`src/include/ebw_defs.vh`:
```
`ifndef EBW_DEFS_VH
`define EBW_DEFS_VH

`define EBW_AW               16
`define EBW_DW               16
`define EBW_WS_W             3
`define EBW_PERIPH_LO        16'h7000
`define EBW_PERIPH_HI        16'h7fff
`define EBW_DATA_EXT_LO      16'h8000
`define EBW_FIFO_W           35
`define EBW_FIFO_D           8
`define EBW_FIFO_AW          3
`define EBW_SP_PROG          2'h0
`define EBW_SP_DATA          2'h1
`define EBW_SP_IO            2'h2
`define EBW_WR_MIN_CYC       3'h1
`define EBW_ZERO3            3'h0
`define EBW_ONE3             3'h1
`define EBW_CLK_DIV          1'h1

`endif

```
`src/logic/ebw_fifo.v`:
```
`timescale 1ns/100ps
module ebw_fifo #(
  parameter WIDTH = 35,
  parameter DEPTH = 8,
  parameter AW    = 3
) (
  input  wire             sys_clk,   // Clock
  input  wire             rstn,      // Sync reset, active low
  input  wire [WIDTH-1:0] in_data,   // Write data
  input  wire             in_valid,  // Write request
  output wire             in_ready,  // Not full
  output wire [WIDTH-1:0] out_data,  // Head entry
  output wire             out_valid, // Not empty
  input  wire             out_ready  // Pop
);
  reg [WIDTH-1:0] mem [0:DEPTH-1];
  reg [AW-1:0]    wptr_reg;
  reg [AW-1:0]    rptr_reg;
  reg [AW:0]      cnt_reg;
  wire            push;
  wire            pop;

  assign in_ready  = (cnt_reg != DEPTH);
  assign out_valid = (cnt_reg != 0);
  assign out_data  = mem[rptr_reg];
  assign push      = in_valid && in_ready;
  assign pop       = out_valid && out_ready;

  always @(posedge sys_clk) begin
    if (push) begin
      mem[wptr_reg] <= in_data;
    end
  end

  always @(posedge sys_clk) begin
    if (!rstn) begin
      wptr_reg <= {AW{1'b0}};
      rptr_reg <= {AW{1'b0}};
      cnt_reg  <= {(AW+1){1'b0}};
    end else begin
      if (push) begin
        wptr_reg <= wptr_reg + 1'b1;
      end
      if (pop) begin
        rptr_reg <= rptr_reg + 1'b1;
      end
      if (push && !pop) begin
        cnt_reg <= cnt_reg + 1'b1;
      end else if (pop && !push) begin
        cnt_reg <= cnt_reg - 1'b1;
      end
    end
  end
endmodule

```
`src/logic/ebw_bus_if.v`:
```
`timescale 1ns/100ps
`include "ebw_defs.vh"
// Operation
// - Address 64K sixteen-bit words in each of program, data and I/O spaces.
// - Multiplex all external CPU bus requests onto one external address and data bus.
// - Same-cycle requests run data write, then data read, then program fetch.
// - Buses are 16 bits; each access asserts only its own space select.
// - Data addresses 7000-7fff stay internal; only 8000-ffff goes external.
// - Addresses served by enabled on-chip memory make no external cycle.
// - I/O accesses use the same buses and sequence, only I/O select differs.
// - Direction output shows read or write for every external cycle.
// - Strobe output marks timing of every external read or write cycle.
// - Separate active-low read enable and write enable during their cycles.
// - Zero wait states gives single-cycle external reads.
// - Writes last at least two cycles; data bus turnaround delayed one full cycle.
// - Each wait state adds exactly one clock-output cycle, on boundaries.
// - Ready held low stretches the access until ready asserts.
// - Ready ignored for internal accesses; affects only external cycles.
// - On-chip generator inserts programmable zero to seven wait states.
// - No global memory space; global allocation register is reserved.
// - With ready low, wait one cycle, sample ready again, then continue.
// - Generator count is per space and applies whatever ready does.
module ebw_bus_if (
  input  wire                  sys_clk,            // 20 MHz clock
  input  wire                  rstn,               // Sync reset, active low
  input  wire                  dwr_req,            // CPU data write request
  input  wire [`EBW_AW-1:0]    dwr_addr,           // Data write address
  input  wire [`EBW_DW-1:0]    dwr_data,           // Data write value
  input  wire                  dwr_io,             // Write targets I/O space
  input  wire                  drd_req,            // CPU data read request
  input  wire [`EBW_AW-1:0]    drd_addr,           // Data read address
  input  wire                  drd_io,             // Read targets I/O space
  input  wire                  pf_req,             // CPU program fetch request
  input  wire [`EBW_AW-1:0]    pf_addr,            // Fetch address
  input  wire                  prog_onchip_hit,    // Fetch served by on-chip memory
  input  wire                  data_onchip_hit_wr, // Write served by on-chip memory
  input  wire                  data_onchip_hit_rd, // Read served by on-chip memory
  output wire                  req_ready,          // Request set accepted
  input  wire [`EBW_WS_W-1:0]  ws_prog,            // Wait states, program space
  input  wire [`EBW_WS_W-1:0]  ws_data,            // Wait states, data space
  input  wire [`EBW_WS_W-1:0]  ws_io,              // Wait states, I/O space
  output reg                   rd_done,            // Read data valid pulse
  output reg  [`EBW_DW-1:0]    rd_data,            // Read data
  output reg                   rd_is_fetch,        // Read was a program fetch
  output reg                   wr_done,            // Write finished pulse
  output reg                   clock_output,       // Bus timing clock
  output reg  [`EBW_AW-1:0]    ext_addr,           // External address bus
  output reg  [`EBW_DW-1:0]    ext_data_out,       // External data out
  output reg                   ext_data_oe,        // Data bus drive enable
  input  wire [`EBW_DW-1:0]    ext_data_in,        // External data in
  output reg                   program_space_sel_n,// Program space select
  output reg                   data_space_sel_n,   // Data space select
  output reg                   io_space_sel_n,     // I/O space select
  output reg                   rd_wr_n,            // High read, low write
  output reg                   bus_cycle_strobe_n, // Cycle strobe
  output reg                   rd_en_n,            // Read enable
  output reg                   wr_en_n,            // Write enable
  input  wire                  ready               // External ready pin
);
  localparam ST_IDLE = 2'h0;
  localparam ST_ACC  = 2'h1;
  localparam ST_WR2  = 2'h2;
  localparam ST_WAIT = 2'h3;
  // No global space decoded; its allocation register is left reserved

  reg  [1:0]            state_reg;
  reg  [`EBW_WS_W-1:0]  ws_cnt_reg;
  reg                   rdy_s1_reg;
  reg                   rdy_s2_reg;
  wire [`EBW_FIFO_W-1:0] f_head;
  wire                  f_valid;
  reg                   f_pop;
  reg  [`EBW_FIFO_W-1:0] f_in;
  reg                   f_in_valid;
  wire                  f_in_ready;
  reg  [2:0]            pend_reg;
  reg  [2:0]            pend_next;
  wire                  wr_ext;
  wire                  rd_ext;
  wire                  pf_ext;
  wire                  h_wr;
  wire [1:0]            h_sp;
  wire [`EBW_AW-1:0]    h_addr;
  wire [`EBW_DW-1:0]    h_data;
  reg  [`EBW_WS_W-1:0]  h_ws;
  reg  [2:0]            pend_left;
  reg                   bus_ce_reg;

  // Peripheral window never leaves the chip
  // Internal hits never queue, so ready never reaches them
  assign wr_ext = dwr_req && !data_onchip_hit_wr &&
                  (dwr_io || dwr_addr >= `EBW_DATA_EXT_LO);
  assign rd_ext = drd_req && !data_onchip_hit_rd &&
                  (drd_io || drd_addr >= `EBW_DATA_EXT_LO);
  assign pf_ext = pf_req && !prog_onchip_hit;
  // Set counts as taken only once its last entry is queued
  assign req_ready = f_in_ready ? (pend_left == 3'h0) : (pend_next == 3'h0);

  // Entry: {wr, space[1:0], addr, data}
  always @* begin
    pend_next  = pend_reg;
    f_in       = {`EBW_FIFO_W{1'b0}};
    f_in_valid = 1'b0;
    pend_left  = 3'h0;
    if (pend_reg == 3'h0) begin
      pend_next = {wr_ext, rd_ext, pf_ext};
    end
    if (pend_next[2]) begin
      f_in = {1'b1, (dwr_io ? `EBW_SP_IO : `EBW_SP_DATA), dwr_addr, dwr_data};
      f_in_valid = 1'b1;
      pend_left  = {1'b0, pend_next[1:0]};
    end else if (pend_next[1]) begin
      f_in = {1'b0, (drd_io ? `EBW_SP_IO : `EBW_SP_DATA), drd_addr, {`EBW_DW{1'b0}}};
      f_in_valid = 1'b1;
      pend_left  = {2'b00, pend_next[0]};
    end else if (pend_next[0]) begin
      f_in = {1'b0, `EBW_SP_PROG, pf_addr, {`EBW_DW{1'b0}}};
      f_in_valid = 1'b1;
    end
  end

  // Request inputs must stay stable until req_ready
  always @(posedge sys_clk) begin
    if (!rstn) begin
      pend_reg <= 3'h0;
    end else if (f_in_valid && f_in_ready) begin
      if (pend_next[2]) begin
        pend_reg <= {1'b0, pend_next[1:0]};
      end else if (pend_next[1]) begin
        pend_reg <= {2'b00, pend_next[0]};
      end else begin
        pend_reg <= 3'h0;
      end
    end else begin
      pend_reg <= pend_next;
    end
  end

  ebw_fifo #(
    .WIDTH (`EBW_FIFO_W),
    .DEPTH (`EBW_FIFO_D),
    .AW    (`EBW_FIFO_AW)
  ) u_fifo (
    .sys_clk   (sys_clk),
    .rstn      (rstn),
    .in_data   (f_in),
    .in_valid  (f_in_valid),
    .in_ready  (f_in_ready),
    .out_data  (f_head),
    .out_valid (f_valid),
    .out_ready (f_pop)
  );

  assign h_wr   = f_head[`EBW_FIFO_W-1];
  assign h_sp   = f_head[`EBW_FIFO_W-2:`EBW_FIFO_W-3];
  assign h_addr = f_head[`EBW_AW+`EBW_DW-1:`EBW_DW];
  assign h_data = f_head[`EBW_DW-1:0];

  always @* begin
    case (h_sp)
      `EBW_SP_PROG: h_ws = ws_prog;
      `EBW_SP_DATA: h_ws = ws_data;
      `EBW_SP_IO:   h_ws = ws_io;
      default:      h_ws = `EBW_ZERO3;
    endcase
  end

  // Pin is asynchronous to the core clock
  always @(posedge sys_clk) begin
    if (!rstn) begin
      rdy_s1_reg <= 1'b1;
      rdy_s2_reg <= 1'b1;
    end else begin
      rdy_s1_reg <= ready;
      rdy_s2_reg <= rdy_s1_reg;
    end
  end

  // One enable pulse per clock_output period paces the bus
  always @(posedge sys_clk) begin
    if (!rstn) begin
      bus_ce_reg <= 1'b0;
    end else begin
      bus_ce_reg <= ~bus_ce_reg;
    end
  end

  always @* begin
    f_pop = 1'b0;
    if (bus_ce_reg && ((state_reg == ST_ACC && !h_wr) || state_reg == ST_WR2)) begin
      f_pop = (ws_cnt_reg == `EBW_ZERO3) && rdy_s2_reg;
    end
  end

  always @(posedge sys_clk) begin
    if (!rstn) begin
      state_reg           <= ST_IDLE;
      ws_cnt_reg          <= `EBW_ZERO3;
      clock_output        <= 1'b0;
      ext_addr            <= {`EBW_AW{1'b0}};
      ext_data_out        <= {`EBW_DW{1'b0}};
      ext_data_oe         <= 1'b0;
      program_space_sel_n <= 1'b1;
      data_space_sel_n    <= 1'b1;
      io_space_sel_n      <= 1'b1;
      rd_wr_n             <= 1'b1;
      bus_cycle_strobe_n  <= 1'b1;
      rd_en_n             <= 1'b1;
      wr_en_n             <= 1'b1;
      rd_done             <= 1'b0;
      rd_data             <= {`EBW_DW{1'b0}};
      rd_is_fetch         <= 1'b0;
      wr_done             <= 1'b0;
    end else begin
      clock_output <= ~clock_output;
      rd_done      <= 1'b0;
      wr_done      <= 1'b0;
      // Bus steps and wait states last one whole clock_output period
      if (bus_ce_reg) begin
        case (state_reg)
          ST_IDLE: begin
            program_space_sel_n <= 1'b1;
            data_space_sel_n    <= 1'b1;
            io_space_sel_n      <= 1'b1;
            bus_cycle_strobe_n  <= 1'b1;
            rd_en_n             <= 1'b1;
            wr_en_n             <= 1'b1;
            rd_wr_n             <= 1'b1;
            ext_data_oe         <= 1'b0;
            if (f_valid) begin
              ext_addr            <= h_addr;
              program_space_sel_n <= (h_sp != `EBW_SP_PROG);
              data_space_sel_n    <= (h_sp != `EBW_SP_DATA);
              io_space_sel_n      <= (h_sp != `EBW_SP_IO);
              rd_wr_n             <= !h_wr;
              bus_cycle_strobe_n  <= 1'b0;
              rd_en_n             <= h_wr;
              ws_cnt_reg          <= h_ws;
              ext_data_out        <= h_data;
              state_reg           <= ST_ACC;
            end
          end
          ST_ACC: begin
            if (h_wr) begin
              // Data drive starts one whole clock_output period in to avoid contention
              ext_data_oe <= 1'b1;
              wr_en_n     <= 1'b0;
              state_reg   <= ST_WR2;
            end else if (ws_cnt_reg != `EBW_ZERO3) begin
              ws_cnt_reg <= ws_cnt_reg - `EBW_ONE3;
            end else if (!rdy_s2_reg) begin
              state_reg <= ST_WAIT;
            end else begin
              rd_data             <= ext_data_in;
              rd_done             <= 1'b1;
              rd_is_fetch         <= (h_sp == `EBW_SP_PROG);
              // Selects drop with the strobe so the gap is fully idle
              program_space_sel_n <= 1'b1;
              data_space_sel_n    <= 1'b1;
              io_space_sel_n      <= 1'b1;
              bus_cycle_strobe_n  <= 1'b1;
              rd_en_n             <= 1'b1;
              state_reg           <= ST_IDLE;
            end
          end
          ST_WR2: begin
            if (ws_cnt_reg != `EBW_ZERO3) begin
              ws_cnt_reg <= ws_cnt_reg - `EBW_ONE3;
            end else if (!rdy_s2_reg) begin
              state_reg <= ST_WAIT;
            end else begin
              wr_done             <= 1'b1;
              wr_en_n             <= 1'b1;
              bus_cycle_strobe_n  <= 1'b1;
              program_space_sel_n <= 1'b1;
              data_space_sel_n    <= 1'b1;
              io_space_sel_n      <= 1'b1;
              rd_wr_n             <= 1'b1;
              // Drive ends with the strobe, a period before any read
              ext_data_oe         <= 1'b0;
              state_reg           <= ST_IDLE;
            end
          end
          ST_WAIT: begin
            // Re-check ready one cycle later
            if (rdy_s2_reg) begin
              state_reg <= h_wr ? ST_WR2 : ST_ACC;
            end
          end
          default: begin
            state_reg <= ST_IDLE;
          end
        endcase
      end
    end
  end
endmodule

```
`config.mk`:
```
export PLATFORM = sky130hd
export DESIGN_NAME = ebw_bus_if
export DESIGN_NICKNAME = d
export VERILOG_FILES = /design/src/logic/ebw_fifo.v /design/src/logic/ebw_bus_if.v
export VERILOG_INCLUDE_DIRS = /design/src /design/src/include
export SDC_FILE = /design/constraint.sdc
export NUM_CORES = 1
export LEC_CHECK = 0
export BUFFER_PORTS_ARGS = -buffer_cell sky130_fd_sc_hd__buf_2
export CORE_MARGIN = 2
export CORE_UTILIZATION = 35
export DETAILED_ROUTE_END_ITERATION = 12
export HOLD_SLACK_MARGIN = 0.1
export PLACE_DENSITY = 0.53
export SYNTH_ARGS = -nofsm -noshare
export SYNTH_HDL_FRONTEND = slang
export SYNTH_SLANG_ARGS = --single-unit
```
`constraint.sdc`:
```
create_clock -name sys_clk -period 7.8 [get_ports sys_clk]
set_input_delay 0.39 -clock sys_clk [delete_from_list [all_inputs] [get_ports sys_clk]]
set_output_delay 0.39 -clock sys_clk [all_outputs]
set_load 0.02 [all_outputs]
```
Yosys cells after proc, flatten, opt, wreduce, memory -nomap -nowiden
Memory sizes are Yosys's and may differ from the RTL's. A register that Yosys moved wholly into a read port is not among the register bits.
Cells that the tools add are included.
{"block": "totals", "ff_bits": 81, "mem_bits_rw": 280, "in_bits": 100, "output_inout_bits": 61, "memories": 1}
{"block": "op_classes", "add_sub_neg": 5, "n_lt_le_gt_ge": 2, "eq_ne": 16, "mux": 67, "n_bitwise": 6, "reduce_logical": 44}
{"name": "u_fifo.mem", "words": 8, "word_bits": 35, "read_ports": 1, "rd_clocked_by_memory_dff": 1, "write_ports": 1, "line_no": "ebw_fifo.v:16", "source": "reg [WIDTH-1:0] mem [0:DEPTH-1];"}
{"cell": "2-to-1 mux 1 bit", "count": 35}
{"cell": "2-to-1 mux 35 bit", "count": 1}
{"cell": "2-to-1 mux 34 bit", "count": 1}
{"cell": "greater-or-equal comparator 16 bit (second input constant)", "count": 2}
{"cell": "2-to-1 mux 32 bit", "count": 1}
{"cell": "2-to-1 mux 3 bit", "count": 7}
{"cell": "2-to-1 mux 2 bit", "count": 9}
{"cell": "one-hot mux 1 bit (3 select lines)", "count": 6}
{"cell": "one-hot mux 3 bit (3 select lines)", "count": 2}
{"cell": "inequality test 2 bit (second input constant)", "count": 8}
{"cell": "AND reduction 5 bit", "count": 3}
{"cell": "logical AND 1 bit", "count": 12}
{"cell": "logical NOT 3 bit", "count": 4}
{"cell": "AND reduction 3 bit", "count": 4}
{"cell": "2-to-1 mux 4 bit", "count": 2}
{"cell": "one-hot mux 2 bit (4 select lines)", "count": 1}
{"cell": "AND reduction 4 bit", "count": 2}
{"cell": "nonzero test 2 bit", "count": 4}
{"cell": "adder 3 x 1 -> 3 bit (second input constant)", "count": 2}
{"cell": "equality test 2 bit (second input constant)", "count": 3}
{"cell": "logical NOT 1 bit", "count": 6}
{"cell": "NOT 1 bit", "count": 6}
{"cell": "nonzero test 3 bit", "count": 2}
{"cell": "adder 4 x 1 -> 4 bit (second input constant)", "count": 1}
{"cell": "10 further kinds", "count": 16}

Longest topological paths before layout
{"block": "logic_depth", "ltp_word": 12, "mapped_depth": 14}

Modules after synthesis
Synthesis repeated with hierarchy kept, for this count alone.
{"block": "unflattened", "hier_cells": 918, "area_unflattened_um2": 14716.6}
{"module": "ebw_fifo", "instances": 1, "cells_per_inst": 478, "area_per_inst_um2": 11345.9}
{"module": "ebw_bus_if", "instances": 1, "cells_per_inst": 440, "area_per_inst_um2": 3370.7}

Worst setup path after synthesis
No wires, ideal clock.
{"block": "synth_timing", "path_type": "input port to flip-flop", "from": "input port data_onchip_hit_rd", "to": "memory u_fifo.mem[0][0], enable pin", "arrival_time_ps": 3842, "t_required_ps": 7329, "setup_slack_ps": 3487, "stages": 5, "path_buffers": 0, "path_cell_list": "nor4b_1 > a21oi_1 > a32oi_1 > nand2b_1 > nor3_1"}
{"block": "synth_between", "elab_chain_len": 9}
{"element": "start: declaration", "line_no": "ebw_bus_if.v:37", "source": "input wire data_onchip_hit_rd,"}
{"element": "logical NOT 1 bit", "line_no": "ebw_bus_if.v:93", "source": "assign rd_ext = drd_req && !data_onchip_hit_rd &&"}
{"element": "logical AND 1 bit (2 in series)", "line_no": "ebw_bus_if.v:93"}
{"element": "2-to-1 mux 3 bit", "line_no": "ebw_bus_if.v:105", "source": "if (pend_reg == 3'h0) begin"}
{"element": "2-to-1 mux 1 bit", "line_no": "ebw_bus_if.v:112", "source": "end else if (pend_next[1]) begin"}
{"element": "2-to-1 mux 1 bit", "line_no": "ebw_bus_if.v:108", "source": "if (pend_next[2]) begin"}
{"element": "logical AND 1 bit", "line_no": "ebw_fifo.v:26", "source": "assign push = in_valid && in_ready;"}
{"element": "via u_fifo.push", "line_no": "ebw_fifo.v:20", "source": "wire push;"}
{"element": "2-to-1 mux 1 bit", "line_no": "ebw_fifo.v:30", "source": "if (push) begin"}
{"element": "2-to-1 mux 1 bit (not written as such)", "line_no": "ebw_fifo.v:31", "source": "mem[wptr_reg] <= in_data;"}
{"element": "end: declaration", "line_no": "ebw_fifo.v:16"}
The timed path passes the listed nets, and every way through them passes these cells.

==> summary.txt <==
Cells and area
  – Final Non-Filler Cells: roughly 1600
  – Share of cells above drive strength 1: 0.305
  – Filler cell count: ~3700
  – Nets: between 1000 and 1500
  – Area grow syn2layout: 20.0%
  – Largest register by flop count: u_fifo.mem
  – Max reg flops: 280
  – Antenna cell count: 0

Global routing
  – First-pass GRT wire length: a little under 50 mm
  – Initial antenna violation count: 0
  – GRT Util Overall: 0.150
  – GR Util met1: 0.190
  – Met3 Usage GRT: 0.0301
  – Number of global-route vias before repair: ~8400
  – GRT overflow: 0
  – Met2 Use GR: 0.255
  – Busiest grt layer: met2
  – Largest net degree at the start of global routing: between 70 and 80

Worst hold path
  – Min-delay worst type: in2reg
  – Hold path start: ws_data[1]

Worst setup path
  – Largest delay share family, worst path: buffers and inverters
  – CP bufs+invs: 3
  – Crit. End Element: flip-flop
  – CP max stage delay: around 800 ps
  – WS Path Type: reg2reg
  – Crit Path Max Fanout: 70
  – Arrival @ worst endpoint: 4710 ps
  – Most frequent CP cell: a21oi_1
  – CP cell instances: buf_4 -> mux4_2 -> mux2i_1 -> a21oi_1 -> nor3_2 -> inv_1 -> ha_1 -> inv_1 -> ha_1 -> a21o_1 -> a21oi_1 -> xnor2_1 -> or3_1 -> a21oi_1
  – CP required: approximately 8300 ps
  – Critical Path Start Type: flip-flop
  – Slowest-stage cell, CP: buf_4

Route
  – Post-route DRC: 0
  – DR vias/cell: approximately 4.9
  – Post-route ant nets: 0
  – Total Routed Length: between 30 and 40 mm
  – WL/cell: 19.4 um
  – TritonRoute pass-1 iters: 5
  – Initial DRC Count: 412
  – Routed via count: 8005

Synth
  – Synthesized area: about 0.014 sq mm
  – Synth Area per Inst: 16.5 sq um
  – Sequential fraction of the synthesis area: 0.700
  – Synthesis Warnings: 0
  – Prevailing post-synth register cell: edfxtp_1
  – Syn Inst Count: 874
  – Post-synth ARST share: 0
  – Flops & latches, synth: between 300 and 400
  – Syn nets: slightly below 1000
  – Synth cell types: 56
  – Number of synthesized flops with an enable pin: between 200 and 300

Placed design
  – Placed Cells: 1531
  – Post-DP HPWL: between 15 and 20 mm
  – PortBufs: between 150 and 200
  – Gpl congestion: around 0.80

Clocking
  – H-tree depth: 2
  – CTS clock-pin slew for the worst setup and hold paths: 60 ps
  – Inserted Clock Buffers: 40
  – Root buffer cell: clkbuf_16
  – Post-CTS Repair Setup Buffers: 0
  – Sink Count: between 300 and 400
  – Clk buf depth: 3
  – Worst skew pair latency: around 550 ps
  – TritonCTS clock tree: yes

STA
  – Period Utilization, post-route: 0.542
  – Final Hold Fails: 0
  – Slew HR: 0.284
  – Final setup vio count: 0
  – Fin crit period: 4230 ps
  – Max Clock Freq: ~0.24 GHz
  – Clk_skew: around 17 ps
  – Worst Max-Slew Pin Slew: 1070 ps
  – RSZ-0062 raised after global routing: no
  – Max-slew violations: 0
  – Sum Neg Setup Slack: 0 ps

Die
  – Die ar.: between 0.04 and 0.05 sq mm
  – Initial Util: 0.354
  – Row count: 74
  – Die Ht: a little over 200 um
  – Core area: 0.0407 sq mm
  – Io pins: about 160
  – Die width: ~210 um

Pwr
  – Net switching power: roughly 0.0014 W
  – Power Dens Cells: around 300 mW/mm^2
  – Share of power burned in registers: 0.470
  – Clk network pwr share: 0.349
  – Comb power frac: 0.181
  – Peak VDD IR: 0.169 mV
  – Cell internal pwr: ~0.0038 W
  – Leakage power: about 6.0 nW
  – Sw Share: 0.274

Run
  – Max_cap viols: 0

Status
  – Status: finished clean
## worst register-to-register path, delay by kind of cell (launching register included)
kind / cells / cell delay, ps
AO/OA/AOI/OAI: 4 / 690
buffers and inverters: 3 / 1030
XOR/XNOR: 1 / 90
flip-flops: 1 / 310
AND/OR/NAND/NOR: 2 / 620
multiplexers: 2 / 950
adder cells (fa/ha/maj): 2 / 480
## worst paths after layout
path / end / slack (ps) / cells past startpoint
worst max-delay path: u_fifo.cnt_reg[3] / 3570 / 14
worst max register to register: u_fifo.cnt_reg[3] / 3570 / 14
worst min-delay path: ws_cnt_reg[1] / 170 / 3
worst min register to register: clock_output / 400 / 1
## cells in the mapped netlist, drive strengths merged, types with 2 or more instances
library cell  instances  area, sq um
mux4                 70         1580
nand2                33          124
inv                  14         52.6
o211ai                2         15.0
edfxtp              280         8410
a31o                  2         17.5
buf                  19          103
or3                   3         18.8
mux2i                59          594
a211oi               35          263
nor4b                 5         50.0
a21o                  4         30.0
a221oi                2         17.5
dfxtp                84         1680
o22ai                 4         25.0
and3b                 2         17.5
mux2                  5         56.3
or2                   2         12.5
clkbuf               32          120
xnor2                 2         17.5
ha                   11          138
nor3                  8         45.0
nor2b                19          119
nand2b               10         62.6
a31oi                18          113
nor2                 86          323
o31ai                 2         15.0
a21oi                11         55.1
a2bb2oi               3         26.3
nand3                19         95.1
o21ai                 9         45.0
## layout make-up
class,instances,area (sq um),share of cell area
Inverter,14,52.6,0.00304
Multi-Input combinational cell,445,4120,0.238
Tap cell,532,666,0.0385
Sequential cell,364,10100,0.584
Timing Repair Buffer,193,1090,0.0631
Clock buffer,55,1130,0.0652
Clock inverter,19,144,0.00832
## power by group through the flow
stage                     clock (W)  combinational (W)  sequential (W)
after floorplan                   0           0.000571         0.00253
after global placement            0           0.000953         0.00248
after detailed placement          0           0.000956         0.00248
after CTS                   0.00188           0.000966         0.00244
after global routing        0.00195            0.00105         0.00246
final                       0.00181           0.000940         0.00244
## routing by layer
metal,vias to the layer above,wire (um),share of wire
li1,3795,-,-
met1,4001,13800,0.44
met2,166,15400,0.49
met3,43,1530,0.048
met4,0,764,0.024
met5,-,0,0
## cell usage in the layout (no fill, tap or decap), drive strengths merged, types with 3 or more instances in the layout
cell type      n
nand2         33
mux2i         59
or3            3
a211oi        35
mux2           5
nor4b          5
inv           17
o22ai          4
nor2          86
dfxtp         84
dlygate4sd3   17
clkinv        15
clkbuf        55
edfxtp       280
a21o           4
a21oi         11
nand2b        10
o21ai          9
buf          176
a31oi         18
mux4          70
a2bb2oi        3
nor2b         19
ha            11
nor3           8
nand3         19
## through the flow
stage | instance area (sq um) | worst slack (ps) | util | hold slack, ps | power (W)
after global placement | 15900 | 3590 | 0.389 | 397 | 0.00343
after global routing | 17300 | 3200 | 0.425 | 164 | 0.00546
final | 17300 | 3570 | 0.425 | 173 | 0.00519
after detailed placement | 15900 | 3540 | 0.389 | 400 | 0.00344
after CTS | 17300 | 3540 | 0.425 | 145 | 0.00529
after floorplan | 14400 | 3490 | - | 386 | 0.00311
## cells by family after synthesis
logic type | after synthesis | share of synthesized area
mux | 134 | 0.155
flops | 364 | 0.700
xor+xnor | 3 | 0.00182
buf+inv | 65 | 0.0191
simple gates | 194 | 0.0642
compound gates | 101 | 0.0488
fa+ha+maj | 13 | 0.0116
## what timing repair did
action,4_1_cts,5_1_grt
endpoints found under the hold margin,17,0
resized for setup,0,0
hold buffers,17,0
No activity file was read; power rests on OpenSTA's default activity.
